===== config.mk =====
export PLATFORM = sky130hd
export DESIGN_NAME = prt_timer
export DESIGN_NICKNAME = d
export VERILOG_FILES = /design/src/rtl/prt_pkg.sv /design/src/rtl/prt_tick_gen.sv /design/src/rtl/prt_prescaler.sv /design/src/rtl/prt_timer.sv
export SDC_FILE = /design/constraint.sdc
export NUM_CORES = 1
export LEC_CHECK = 0
export BUFFER_PORTS_ARGS = -buffer_cell sky130_fd_sc_hd__buf_2
export CAP_MARGIN = 20
export CORE_AREA = 2 2 108 110
export DETAILED_ROUTE_END_ITERATION = 7
export DIE_AREA = 0 0 110 112
export HOLD_SLACK_MARGIN = 0.08
export PLACE_DENSITY = 0.85
export SLEW_MARGIN = 20
export SYNTH_ARGS = -nofsm -noshare
export SYNTH_HDL_FRONTEND = slang
export SYNTH_SLANG_ARGS = --single-unit

===== constraint.sdc =====
create_clock -name MCLK -period 5.3 [get_ports MCLK]
set_input_delay 0.53 -clock MCLK [delete_from_list [all_inputs] [get_ports MCLK]]
set_output_delay 0.53 -clock MCLK [all_outputs]
set_load 0.05 [all_outputs]

===== src/rtl/prt_pkg.sv =====
package prt_pkg;

    // ----------------------------------------------------------------
    // Clock and tick timing
    // ----------------------------------------------------------------
    localparam int unsigned CLK_MHZ = 250;
    localparam int unsigned CLK_PS = 1000000 / CLK_MHZ;
    localparam int unsigned BASE_TICK_NS = 15;
    localparam int unsigned SLOW_TICK_NS = 20;
    localparam int unsigned BASE_TICK_PS = BASE_TICK_NS * 1000;
    localparam int unsigned SLOW_TICK_PS = SLOW_TICK_NS * 1000;
    localparam int unsigned ACC_W = 16;

    // ----------------------------------------------------------------
    // APB register map
    // ----------------------------------------------------------------
    localparam int unsigned APB_AW = 8;
    localparam int unsigned APB_DW = 32;
    localparam logic [APB_AW-1:0] ADDR_SETUP = 8'h00;
    localparam logic [APB_AW-1:0] ADDR_PRESCALE = 8'h04;
    localparam logic [APB_AW-1:0] ADDR_RELOAD = 8'h08;
    localparam logic [APB_AW-1:0] ADDR_EVENT = 8'h0C;
    localparam logic [APB_AW-1:0] ADDR_MASK = 8'h10;
    localparam logic [APB_AW-1:0] ADDR_COUNT = 8'h14;

    // ----------------------------------------------------------------
    // Setup register fields
    // ----------------------------------------------------------------
    localparam int unsigned CFG_W = 5;
    localparam int unsigned CFG_ADJ_LSB = 0;
    localparam int unsigned CFG_ADJ_W = 2;
    localparam int unsigned CFG_SPARE_BIT = 2;
    localparam int unsigned CFG_PAUSE_BIT = 3;
    localparam int unsigned CFG_SLOW_BIT = 4;

    // ----------------------------------------------------------------
    // Event flags and reset values
    // ----------------------------------------------------------------
    localparam int unsigned EVT_W = 1;
    localparam int unsigned EVT_ROLL_BIT = 0;
    localparam logic [CFG_W-1:0] CFG_RST = 5'h00;
    localparam logic [EVT_W-1:0] EVT_RST = 1'h0;
    localparam logic [EVT_W-1:0] MASK_RST = 1'h0;

endpackage


===== src/rtl/prt_tick_gen.sv =====
`timescale 1ns/1ps
module prt_tick_gen (
    // Clock and reset
    input wire logic clk,
    input wire logic rst_n,
    // Control
    input wire logic slow,
    // Tick out
    output logic tick
);
    import prt_pkg::*;

    logic [ACC_W-1:0] acc;
    wire [ACC_W-1:0] period;
    wire [ACC_W-1:0] acc_next;
    wire hit;

    // ----------------------------------------------------------------
    // Fractional tick accumulator
    // ----------------------------------------------------------------
    // selects tick period
    assign period = slow ? ACC_W'(SLOW_TICK_PS) : ACC_W'(BASE_TICK_PS);
    assign acc_next = acc + ACC_W'(CLK_PS);
    assign hit = acc_next >= period;

    always_ff @(posedge clk) begin
        if (!rst_n) begin
            acc <= '0;
            tick <= 1'b0;
        end else begin
            acc <= hit ? acc_next - period : acc_next;
            tick <= hit;
        end
    end
endmodule


===== src/rtl/prt_prescaler.sv =====
`timescale 1ns/1ps
module prt_prescaler #(
    parameter int unsigned PRE_W = 16
) (
    // Clock and reset
    input wire logic clk,
    input wire logic rst_n,
    // Control
    input wire logic tick,
    input wire logic run,
    input wire logic restart,
    input wire logic [PRE_W-1:0] divide,
    // Prescaled tick
    output logic ptick
);
    import prt_pkg::*;

    logic [PRE_W-1:0] cnt;
    wire wrap;

    // ----------------------------------------------------------------
    // Divide by value plus one
    // ----------------------------------------------------------------
    // wraps after divide plus one
    assign wrap = cnt >= divide;
    assign ptick = tick && run && wrap;

    always_ff @(posedge clk) begin
        if (!rst_n) begin
            cnt <= '0;
        end else if (restart) begin
            cnt <= '0;
        end else if (tick && run) begin
            cnt <= wrap ? '0 : cnt + PRE_W'(1);
        end
    end
endmodule


===== src/rtl/prt_timer.sv =====
// Implementation choices: the register offsets and the APB slave port.
`timescale 1ns/1ps
module prt_timer #(
    parameter int unsigned PRE_W = 16,
    parameter int unsigned CNT_W = 16
) (
    // Clock and reset
    input wire logic MCLK,
    input wire logic RESETN,
    // APB slave
    input wire logic PSEL,
    input wire logic PENABLE,
    input wire logic PWRITE,
    input wire logic [prt_pkg::APB_AW-1:0] PADDR,
    input wire logic [prt_pkg::APB_DW-1:0] PWDATA,
    output logic [prt_pkg::APB_DW-1:0] PRDATA,
    output logic PREADY,
    output logic PSLVERR,
    // Interrupt
    output logic IRQ
);
    import prt_pkg::*;

    // ----------------------------------------------------------------
    // State
    // ----------------------------------------------------------------
    logic [CFG_W-1:0] cfg;
    logic [PRE_W-1:0] pre;
    logic [CNT_W-1:0] reload;
    logic [CNT_W-1:0] count;
    logic running;
    logic [EVT_W-1:0] evt;
    logic [EVT_W-1:0] mask;
    logic [CNT_W-1:0] next_count;
    logic next_running;
    logic tick;
    logic ptick;

    function automatic logic [CNT_W-1:0] eff_reload(
        input logic [CNT_W-1:0] base,
        input logic [CFG_ADJ_W-1:0] adj_bits
    );
        return base + CNT_W'(adj_bits);
    endfunction

    // ----------------------------------------------------------------
    // Bus decode
    // ----------------------------------------------------------------
    wire setup_ph = PSEL && !PENABLE;
    wire wr = PSEL && PENABLE && PWRITE;
    wire sel_cfg = PADDR == ADDR_SETUP;
    wire sel_pre = PADDR == ADDR_PRESCALE;
    wire sel_reload = PADDR == ADDR_RELOAD;
    wire sel_evt = PADDR == ADDR_EVENT;
    wire sel_mask = PADDR == ADDR_MASK;
    wire sel_cnt = PADDR == ADDR_COUNT;
    wire mapped = sel_cfg || sel_pre || sel_reload || sel_evt || sel_mask
        || sel_cnt;
    wire wr_cfg = wr && sel_cfg;
    wire wr_pre = wr && sel_pre;
    wire wr_reload = wr && sel_reload;
    wire wr_evt = wr && sel_evt;
    wire wr_mask = wr && sel_mask;

    wire [APB_DW-1:0] rd_data =
        sel_cfg ? APB_DW'(cfg) :
        sel_pre ? APB_DW'(pre) :
        sel_reload ? APB_DW'(reload) :
        sel_evt ? APB_DW'(evt) :
        sel_mask ? APB_DW'(mask) :
        sel_cnt ? APB_DW'(count) : '0;

    assign PREADY = 1'b1;

    always_ff @(posedge MCLK) begin
        if (!RESETN) begin
            PRDATA <= '0;
            PSLVERR <= 1'b0;
        end else if (setup_ph) begin
            PRDATA <= rd_data;
            PSLVERR <= !mapped;
        end
    end

    // ----------------------------------------------------------------
    // Control fields
    // ----------------------------------------------------------------
    wire [CFG_ADJ_W-1:0] adj = cfg[CFG_ADJ_LSB +: CFG_ADJ_W];
    wire paused = cfg[CFG_PAUSE_BIT];
    wire slow = cfg[CFG_SLOW_BIT];
    wire run = running && !paused;

    always_ff @(posedge MCLK) begin
        if (!RESETN) begin
            cfg <= CFG_RST;
            pre <= '0;
            reload <= '0;
            mask <= MASK_RST;
        end else begin
            if (wr_cfg) begin
                cfg <= PWDATA[CFG_W-1:0];
            end
            if (wr_pre) begin
                pre <= PWDATA[PRE_W-1:0];
            end
            if (wr_reload) begin
                reload <= PWDATA[CNT_W-1:0];
            end
            if (wr_mask) begin
                mask <= PWDATA[EVT_W-1:0];
            end
        end
    end

    // ----------------------------------------------------------------
    // Tick source and prescaler
    // ----------------------------------------------------------------
    prt_tick_gen u_tick (
        .clk(MCLK),
        .rst_n(RESETN),
        .slow(slow),
        .tick(tick)
    );

    prt_prescaler #(
        .PRE_W(PRE_W)
    ) u_pre (
        .clk(MCLK),
        .rst_n(RESETN),
        .tick(tick),
        .run(run),
        .restart(wr_pre || wr_reload),
        .divide(pre),
        .ptick(ptick)
    );

    // ----------------------------------------------------------------
    // Reload counter
    // ----------------------------------------------------------------
    // one step per prescaled tick
    wire rollover = ptick && (count == CNT_W'(1)) && !wr_reload;
    wire [CNT_W-1:0] new_load = eff_reload(PWDATA[CNT_W-1:0], adj);
    wire [CNT_W-1:0] roll_load = eff_reload(reload, adj);

    always_comb begin
        next_count = count;
        next_running = running;
        if (wr_reload) begin
            next_count = new_load;
            next_running = new_load != '0;
        end else if (rollover) begin
            next_count = roll_load;
            next_running = roll_load != '0;
        end else if (ptick) begin
            next_count = count - CNT_W'(1);
        end
    end

    always_ff @(posedge MCLK) begin
        if (!RESETN) begin
            count <= '0;
            running <= 1'b0;
        end else begin
            count <= next_count;
            running <= next_running;
        end
    end

    // ----------------------------------------------------------------
    // Event flag and interrupt
    // ----------------------------------------------------------------
    wire [EVT_W-1:0] evt_clr = wr_evt ? PWDATA[EVT_W-1:0] : '0;
    wire [EVT_W-1:0] evt_set = EVT_W'(rollover) << EVT_ROLL_BIT;

    always_ff @(posedge MCLK) begin
        if (!RESETN) begin
            evt <= EVT_RST;
        end else begin
            evt <= (evt & ~evt_clr) | evt_set;
        end
    end

    assign IRQ = |(evt & mask);

    // ----------------------------------------------------------------
    // Check helpers
    // ----------------------------------------------------------------
    logic [31:0] roll_ticks;
    logic [CNT_W-1:0] period_len;
    logic clean;

    always_ff @(posedge MCLK) begin
        if (!RESETN) begin
            roll_ticks <= '0;
            period_len <= '0;
            clean <= 1'b0;
        end else begin
            if (wr_reload || rollover) begin
                roll_ticks <= '0;
            end else if (tick && run) begin
                roll_ticks <= roll_ticks + 32'h1;
            end
            if (wr_reload) begin
                period_len <= new_load;
            end else if (rollover) begin
                period_len <= roll_load;
            end
            if (wr_pre) begin
                clean <= 1'b0;
            end else if (wr_reload || rollover) begin
                clean <= 1'b1;
            end
        end
    end

    wire [31:0] want_ticks = (32'(pre) + 32'h1) * 32'(period_len);
endmodule


==> results of run 1 <==
-- metal layers --
metal | part of all wire [%] | routed length (um) | up-vias
met5 | 0 | 0 | -
met4 | 3.9 | 719 | 0
met3 | 9.2 | 1710 | 60
met2 | 46 | 8550 | 313
met1 | 41 | 7670 | 3093
li1 | - | - | 3238
-- logic make-up after synthesis --
kind of cell,after synthesis
and+or+nand+nor,381
AOI/OAI and AO/OA,195
buffers and inverters,110
DFF,103
xor gates and xnor gates,55
muxes,41
adders and majority gates,35
other,2
-- layout make-up --
class | instances | area [um2]
tap | 143 | 179
timing repair buffer | 50 | 260
inverter | 39 | 146
sequential | 103 | 2060
clock buffer | 9 | 225
fill | 972 | 3630
clock inverter | 7 | 103
multi-input combinational | 724 | 4560
-- layout by cell type, fill, tap and decap left out, types with 4 or more instances in the layout --
cell         n
buf_2       46
or3_1       10
o21ai_1      4
nand4_1     19
o31a_1       5
nor3_1      27
o211ai_1     4
mux2i_1     41
nand2b_1     8
o31ai_1      6
and2_1       8
clkbuf_16    9
o21ai_0     33
xnor2_1     36
a21oi_1     57
o21a_1       5
buf_4        4
and3_1      12
a31oi_1      7
conb_1      17
nand2_1     92
nor2_1     124
ha_1        32
o22ai_1      6
nor4_1      10
or4_1        6
a211oi_1    25
and4_1       4
xor2_1      19
dfxtp_1    103
a221oi_1     6
nand3_1     29
nor2b_1      8
nand3b_1     4
inv_1       38
-- worst paths after layout --
| check | startpoint | endpoint | slack (ps) | cells past startpoint |
|---|---|---|---|---|
| worst min-delay path | PWDATA[15] | reload[15] | 460 | 3 |
| worst max-delay path | u_tick.acc[8] | u_tick.acc[13] | 2040 | 11 |
| worst max register to register | u_tick.acc[8] | u_tick.acc[13] | 2040 | 11 |
| worst min register to register | evt | evt | 480 | 2 |
-- sequential cells by signal, summed over array words and instances (netlist names) --
| register | flops |
|---|---|
| count | 16 |
| running | 1 |
| PRDATA | 16 |
| cfg | 5 |
| u_pre.cnt | 16 |
| mask | 1 |
| PSLVERR | 1 |
| u_tick.tick | 1 |
| reload | 16 |
| pre | 16 |
| evt | 1 |
| u_tick.acc | 13 |
-- power by group --
group | switching, uW | internal, uW | leakage, uW
logic | 453 | 281 | 0.00187
registers | 40.6 | 821 | 0.000835
clock network | 320 | 420 | 0.000157
total | 813 | 1520 | 0.00286
-- per-stage QoR --
| stage | power [uW] | worst slack [ps] | instances | utilization (%) | cell area (um2) |
|---|---|---|---|---|---|
| 2_1_floorplan | 1500 | 2280 | 937 | - | 7100 |
| 3_3_place_gp | 1580 | 1950 | 1059 | 64.5 | 7200 |
| 3_5_place_dp | 1600 | 1900 | 1059 | 64.5 | 7200 |
| 4_1_cts | 2340 | 2020 | 1075 | 67.4 | 7530 |
| 5_1_grt | 2460 | 1790 | 1075 | 67.5 | 7540 |
| 6_report | 2340 | 2040 | 1075 | 67.5 | 7540 |
-- worst max-delay path, delay by kind of cell (launching register included) --
kind                     cells  cell delay [ps]
multiplexers                 1              200
adder cells (fa/ha/maj)      1              290
AND/OR/NAND/NOR              7             1860
AO/OA/AOI/OAI                1              260
flip-flops                   1              380
XOR/XNOR                     1              150
==> tab_implementation.tex, run 1 <==
\begin{tabular}{lr}
\hline
Metric & Value \\
\hline
\multicolumn{2}{l}{\textbf{Timing}} \\
Max transition margin & 45.4\% \\
Skew final & 7.68 ps \\
RSZ-0062 raised after global routing & false \\
Slew at the pin closest to its max-slew limit & 817 ps \\
Highest Clock Rate & 306 MHz \\
Final clock period utilization by the worst path & 61.6\% \\
Final hold viol count & 0 \\
Final critical-path required period & 3260 ps \\
Fin. max-slew vios & 0 \\
Worst Hold Margin & 460 ps \\
Setup\_tns & 0 ps \\
Total setup violations reported at the end of the flow & 0 \\
\multicolumn{2}{l}{\textbf{Synth}} \\
Top FF cell, synth & dfxtp\_1 \\
Largest family of logic cells by synthesized area & simple AND/OR/NAND/NOR gates \\
Ys Warns & 0 \\
Xor-xnor portion of the synthesized cell area & 6.83\% \\
Post-synthesis register bit count & 103 \\
Most instantiated cells after synthesis & nor2\_1 (125), dfxtp\_1 (103), nand2\_1 (92), a21oi\_1 (57), clkbuf\_1 (45) \\
Simple-gate share of the synthesized area & 26.0\% \\
Top cells by area in the synthesized netlist & dfxtp\_1 (29\%), nor2\_1 (6.7\%), mux2i\_1 (5.8\%) \\
Post-synth EDFFs & 0 \\
Cell count after synthesis & 922 \\
Compound-gate portion of the synthesized area & 18.4\% \\
Cell area after synthesis & 7050 um2 \\
Mean instance size in the synthesized netlist & 7.64 um2 \\
Async set or reset register ratio after synthesis & 0\% \\
Unique masters post-synth & 73 \\
Most numerous cell in the Yosys netlist & nor2\_1 \\
Proportion of synthesized area in mux cells & 5.82\% \\
Fraction of post-synthesis cell area in the top cell type by area & 29.3\% \\
Cell taking the most area after synthesis & dfxtp\_1 \\
Proportion of synthesized chip area in sequential cells & 29.3\% \\
Synthesized-area fraction occupied by adder cells & 6.53\% \\
\multicolumn{2}{l}{\textbf{Worst setup path}} \\
CP peak stage delay & 560 ps \\
Crit end category & flop \\
Start-to-end type of the worst setup path & flop to flop \\
Slowest library cell on the worst path & or4\_4 \\
Maximum fanout encountered on the critical timing path & 10 \\
Arrival time reported for the critical path endpoint & 3500 ps \\
CP startpoint kind & flop \\
CP cell instances & or4\_4, or3\_4, nand2\_1, xnor2\_1, ha\_1, a21oi\_1, nor2\_1, or3\_1, or2\_1, mux2i\_1, nor2\_1 \\
Required time of the critical path & 5530 ps \\
Most used cell along the critical path & nor2\_1 \\
\multicolumn{2}{l}{\textbf{Finish}} \\
Net count of the finished layout & 1,007 \\
Fraction of layout instances using a drive strength above 1 & 9.44\% \\
Area growth from synthesis to final layout & 6.98\% \\
Antenna diode count & 0 \\
\multicolumn{2}{l}{\textbf{Die}} \\
Placeable core region & 11,200 um2 \\
Count of pins on the block boundary & 80 \\
Effective utilization at floorplan & 63.1\% \\
Die outline area & 12,300 um2 \\
Horizontal die dimension & 110 um \\
Die boundary height & 112 um \\
Cell Rows & 39 \\
\multicolumn{2}{l}{\textbf{Global route}} \\
Sum of overflow across all layers after global routing & 0 \\
First-pass GRT wire length & 29.6 mm \\
GR Layer Usage met2 & 47.9\% \\
Total GRT Usage & 30.9\% \\
Layer carrying the most global-route usage & met2 \\
Largest net degree at the start of global routing & 51 \\
Vias in the first global route & 6,072 \\
Met3 usage in global routing & 8.02\% \\
GR met1 Demand/Resource & 39.6\% \\
Antenna violations before repair & 0 \\
\multicolumn{2}{l}{\textbf{CTS}} \\
CTS H-tree lvls & 3 \\
Cells resized by post-CTS repair & 0 \\
Maximum count of clock buffers along a single path & 2 \\
Clock latency reported for the late side of the worst-skew pair & 360 ps \\
Hold bufs inserted after CTS & 0 \\
Buffer cell driving the clock tree root & clkbuf\_16 \\
Clock transition at the registers of the reported paths & 70 ps \\
Setup bufs post-CTS & 0 \\
CTS Sinks & 103 \\
TritonCTS buffer count & 9 \\
Clock tree from TritonCTS & done \\
\multicolumn{2}{l}{\textbf{Hold path}} \\
Min-delay worst type & input pin to flop \\
\multicolumn{2}{l}{\textbf{Routing}} \\
Number of design rule violations left after detail routing & 0 \\
Final routed wirelength across all metal layers & 18.7 mm \\
Avg Vias per Cell & 6.24 \\
1st-pass router iterations & 7 \\
Remaining antenna violation count & 0 \\
Vias & 6,704 \\
Detailed router's first-iteration violation count & 661 \\
Routed WL per cell & 17.4 um \\
\multicolumn{2}{l}{\textbf{Placed design}} \\
Final RePlAce weighted congestion & 1.00 \\
HPWL Detailed & 13.6 mm \\
IO buf count & 46 \\
\multicolumn{2}{l}{\textbf{Pwr}} \\
VDD IR max & 0.318 mV \\
Static leakage & 0.00286 uW \\
Total power divided by cell area & 310 nW/um2 \\
\multicolumn{2}{l}{\textbf{Flow run}} \\
Count of maximum capacitance violations & 0 \\
\multicolumn{2}{l}{\textbf{Outcome}} \\
Outcome & completed \\
\hline
\end{tabular}
(Power assumes the default switching activity.)
==> run 2, diff against run 1 <==
ABC_AREA = 1   (was not set)
CORE_AREA = 2 2 118 120   (was 2 2 108 110)
DIE_AREA = 0 0 120 122   (was 0 0 110 112)
PLACE_DENSITY = 0.77   (was 0.85)
clock period = 2.8 ns   (was 5.3 ns; I/O delays follow)
==> tab_implementation.tex, run 2 <==
\begin{tabular}{lr}
\hline
Metric & Value \\
\hline
\multicolumn{2}{l}{\textbf{Global route}} \\
Largest net degree at the start of global routing & 60 (was 51) \\
Vias in the first global route & 6,289 (was 6,072) \\
Total GRT Usage & 25.9\% (was 30.9\%) \\
Sum of overflow across all layers after global routing & 0 (unchanged) \\
First-pass GRT wire length & 30.1 mm (was 29.6 mm) \\
Antenna violations before repair & 0 (unchanged) \\
\multicolumn{2}{l}{\textbf{Timing}} \\
Final hold viol count & 0 (unchanged) \\
Post-layout worst setup margin & 220 ps (was 2040 ps) \\
Final critical-path required period & 2580 ps (was 3260 ps) \\
Slew at the pin closest to its max-slew limit & 564 ps (was 817 ps) \\
Fin. max-slew vios & 0 (unchanged) \\
Max transition margin & 62.4\% (was 45.4\%) \\
Skew final & 7.74 ps (was 7.68 ps) \\
Highest Clock Rate & 388 MHz (was 306 MHz) \\
Setup\_tns & 0 ps (unchanged) \\
Final clock period utilization by the worst path & 92.1\% (was 61.6\%) \\
Worst Hold Margin & 226 ps (was 460 ps) \\
RSZ-0062 raised after global routing & false (unchanged) \\
Total setup violations reported at the end of the flow & 0 (unchanged) \\
\multicolumn{2}{l}{\textbf{Synth}} \\
Fraction of post-synthesis cell area in the top cell type by area & 28.9\% (was 29.3\%) \\
Most instantiated cells after synthesis & nand2\_1 (230), inv\_1 (157), nor2\_1 (139), dfxtp\_1 (103), a21oi\_1 (79) (was nor2\_1 (125), dfxtp\_1 (103), nand2\_1 (92), a21oi\_1 (57), clkbuf\_1 (45)) \\
Async set or reset register ratio after synthesis & 0\% (unchanged) \\
Cell taking the most area after synthesis & dfxtp\_1 (unchanged) \\
Top FF cell, synth & dfxtp\_1 (unchanged) \\
Post-synth EDFFs & 0 (unchanged) \\
Post-synthesis register bit count & 103 (unchanged) \\
Cell area after synthesis & 7120 um2 (was 7050 um2) \\
Unique masters post-synth & 49 (was 73) \\
Cell count after synthesis & 1,083 (was 922) \\
Proportion of synthesized chip area in sequential cells & 28.9\% (was 29.3\%) \\
Top cells by area in the synthesized netlist & dfxtp\_1 (29\%), nand2\_1 (12\%), inv\_1 (8.3\%) (was dfxtp\_1 (29\%), nor2\_1 (6.7\%), mux2i\_1 (5.8\%)) \\
Mean instance size in the synthesized netlist & 6.58 um2 (was 7.64 um2) \\
Most numerous cell in the Yosys netlist & nand2\_1 (was nor2\_1) \\
Ys Warns & 0 (unchanged) \\
\multicolumn{2}{l}{\textbf{Pwr}} \\
Total power divided by cell area & 609 nW/um2 (was 310 nW/um2) \\
Static leakage & 0.00362 uW (was 0.00286 uW) \\
VDD IR max & 0.757 mV (was 0.318 mV) \\
\multicolumn{2}{l}{\textbf{Routing}} \\
Avg Vias per Cell & 5.27 (was 6.24) \\
Detailed router's first-iteration violation count & 528 (was 661) \\
Routed WL per cell & 13.9 um (was 17.4 um) \\
Number of design rule violations left after detail routing & 0 (unchanged) \\
Remaining antenna violation count & 0 (unchanged) \\
Vias & 6,921 (was 6,704) \\
Final routed wirelength across all metal layers & 18.3 mm (was 18.7 mm) \\
1st-pass router iterations & 5 (was 7) \\
\multicolumn{2}{l}{\textbf{CTS}} \\
Clock latency reported for the late side of the worst-skew pair & 360 ps (about the same) \\
Clock tree from TritonCTS & done (unchanged) \\
CTS H-tree lvls & 3 (unchanged) \\
Clock transition at the registers of the reported paths & 70 ps (about the same) \\
Buffer cell driving the clock tree root & clkbuf\_16 (unchanged) \\
Maximum count of clock buffers along a single path & 2 (unchanged) \\
Hold bufs inserted after CTS & 0 (unchanged) \\
TritonCTS buffer count & 9 (unchanged) \\
CTS Sinks & 103 (unchanged) \\
\multicolumn{2}{l}{\textbf{Placed design}} \\
Placement-stage worst setup slack & 208 ps (was 1900 ps) \\
IO buf count & 46 (unchanged) \\
Final RePlAce weighted congestion & 1.04 (was 1.00) \\
HPWL Detailed & 14.0 mm (was 13.6 mm) \\
\multicolumn{2}{l}{\textbf{Hold path}} \\
Hold Path Origin & PWDATA[15] (unchanged) \\
Min-delay worst type & input pin to flop (unchanged) \\
Number of instances on the worst hold path & 3 (unchanged) \\
\multicolumn{2}{l}{\textbf{Die}} \\
Die boundary height & 122 um (was 112 um) \\
Horizontal die dimension & 120 um (was 110 um) \\
Die outline area & 14,600 um2 (was 12,300 um2) \\
Count of pins on the block boundary & 80 (unchanged) \\
Placeable core region & 13,500 um2 (was 11,200 um2) \\
Effective utilization at floorplan & 52.8\% (was 63.1\%) \\
Cell Rows & 43 (was 39) \\
\multicolumn{2}{l}{\textbf{Worst setup path}} \\
CP startpoint kind & flop (unchanged) \\
Worst Setup SP & u\_tick.acc[5] (was u\_tick.acc[8]) \\
Arrival time reported for the critical path endpoint & 2830 ps (was 3500 ps) \\
Origin of the critical flop-to-flop path & u\_tick.acc[5] (was u\_tick.acc[8]) \\
Required time of the critical path & 3050 ps (was 5530 ps) \\
Path depth of the worst reg2reg path & 15 (was 11) \\
Maximum fanout encountered on the critical timing path & 13 (was 10) \\
Start-to-end type of the worst setup path & flop to flop (unchanged) \\
Crit end category & flop (unchanged) \\
\multicolumn{2}{l}{\textbf{Finish}} \\
Antenna diode count & 0 (unchanged) \\
Fraction of layout instances using a drive strength above 1 & 11.4\% (was 9.44\%) \\
Net count of the finished layout & 1,209 (was 1,007) \\
Total of fill cells in the finished design & 1,346 (was 972) \\
Core occupancy in the finished layout & 57.6\% (was 67.5\%) \\
Area growth from synthesis to final layout & 9.27\% (was 6.98\%) \\
Most common library cell in the layout ignoring fill and taps & nand2\_1 (was nor2\_1) \\
Leading cell types in the layout, fill and taps excluded & nand2\_1 (230), inv\_1 (157), nor2\_1 (138) (was nor2\_1 (124), dfxtp\_1 (103), nand2\_1 (92)) \\
\multicolumn{2}{l}{\textbf{Flow run}} \\
Count of maximum capacitance violations & 0 (unchanged) \\
\multicolumn{2}{l}{\textbf{Outcome}} \\
Outcome & completed (unchanged) \\
\hline
\end{tabular}
[run 2: cell types whose count changed after synthesis, moves of 15 or more]
cell      delta
a211oi_1    -23
a21oi_1     +22
clkbuf_1    -31
inv_1      +119
mux2i_1     -40
nand2_1    +138
nand3_1     +28
nor3_1      -18
o21ai_0     +36
o221ai_1    +15
xnor2_1     -27
[run 2: area by class of cell]
type	count	area [um2]	share of cell area, %
timing repair buffer	66	380	4.89
tap	180	225	2.89
multi-input combinational	788	4230	54.3
clock inverter	6	46.3	0.595
clock buffer	10	239	3.07
inverter	161	604	7.76
sequential	103	2060	26.5
[run 2: cell families (layout without fill, tap and decap cells)]
| logic type | count (synthesis) | count (layout) | share of synthesized area, % |
|---|---|---|---|
| and+or+nand+nor | 504 | 504 | 31.4 |
| buffers and inverters | 207 | 243 | 12.5 |
| AOI/OAI and AO/OA | 187 | 187 | 14.8 |
| DFF | 103 | 103 | 28.9 |
| xor gates and xnor gates | 44 | 44 | 5.62 |
| adders and majority gates | 35 | 35 | 6.46 |
| other | 2 | 17 | 0.105 |
| muxes | 1 | 1 | 0.141 |
[run 2: where the power goes]
part	switching (uW)	total (uW)	internal (uW)
sequential	71.6	1630	1560
clock	589	1220	630
combinational	1150	1890	744
[run 2: layer usage]
layer | track usage, % | part of all wire (%) | up-vias
met1 | 32.8 | 44 | 3106
met5 | 0 | 0 | -
li1 | - | - | 3544
met3 | 3.56 | 6.7 | 47
met4 | 11.0 | 3.0 | 0
met2 | 44.1 | 47 | 224
[run 2: worst max-delay path: stages (launching register included)]
cell and delay, ps:
dfxtp_1 400, ha_1 210, inv_1 70, nand4_1 130, nand2_1 100, xnor2_1 170, ha_1 350, nand2_1 90
nor2_2 150, nand3_1 100, nor2_2 140, nor2_4 80, nand2_4 150, inv_1 110, nor2_1 150, nor2_1 70
[run 2: stage by stage]
stage                     total power (uW)  instance area, um2  instances
after floorplan                       3150                7180       1098
after global placement                3350                7440       1290
after detailed placement              3390                7440       1290
after CTS                             4590                7720       1306
after global routing                  5090                7780       1314
final                                 4740                7780       1314
[run 2: repair_timing]
action | CTS | global route
setup endpoints to repair | 0 | 3
gates resized for setup | 0 | 1
buffers inserted | 0 | 8
[run 2: path summary, 6_finish.rpt]
| path | slack (ps) | endpoint |
|---|---|---|
| setup reg to reg | 220 | u_tick.acc[10] |
| setup / recovery | 220 | u_tick.acc[10] |
| hold / removal | 230 | pre[15] |
| hold reg to reg | 460 | PRDATA[12] |
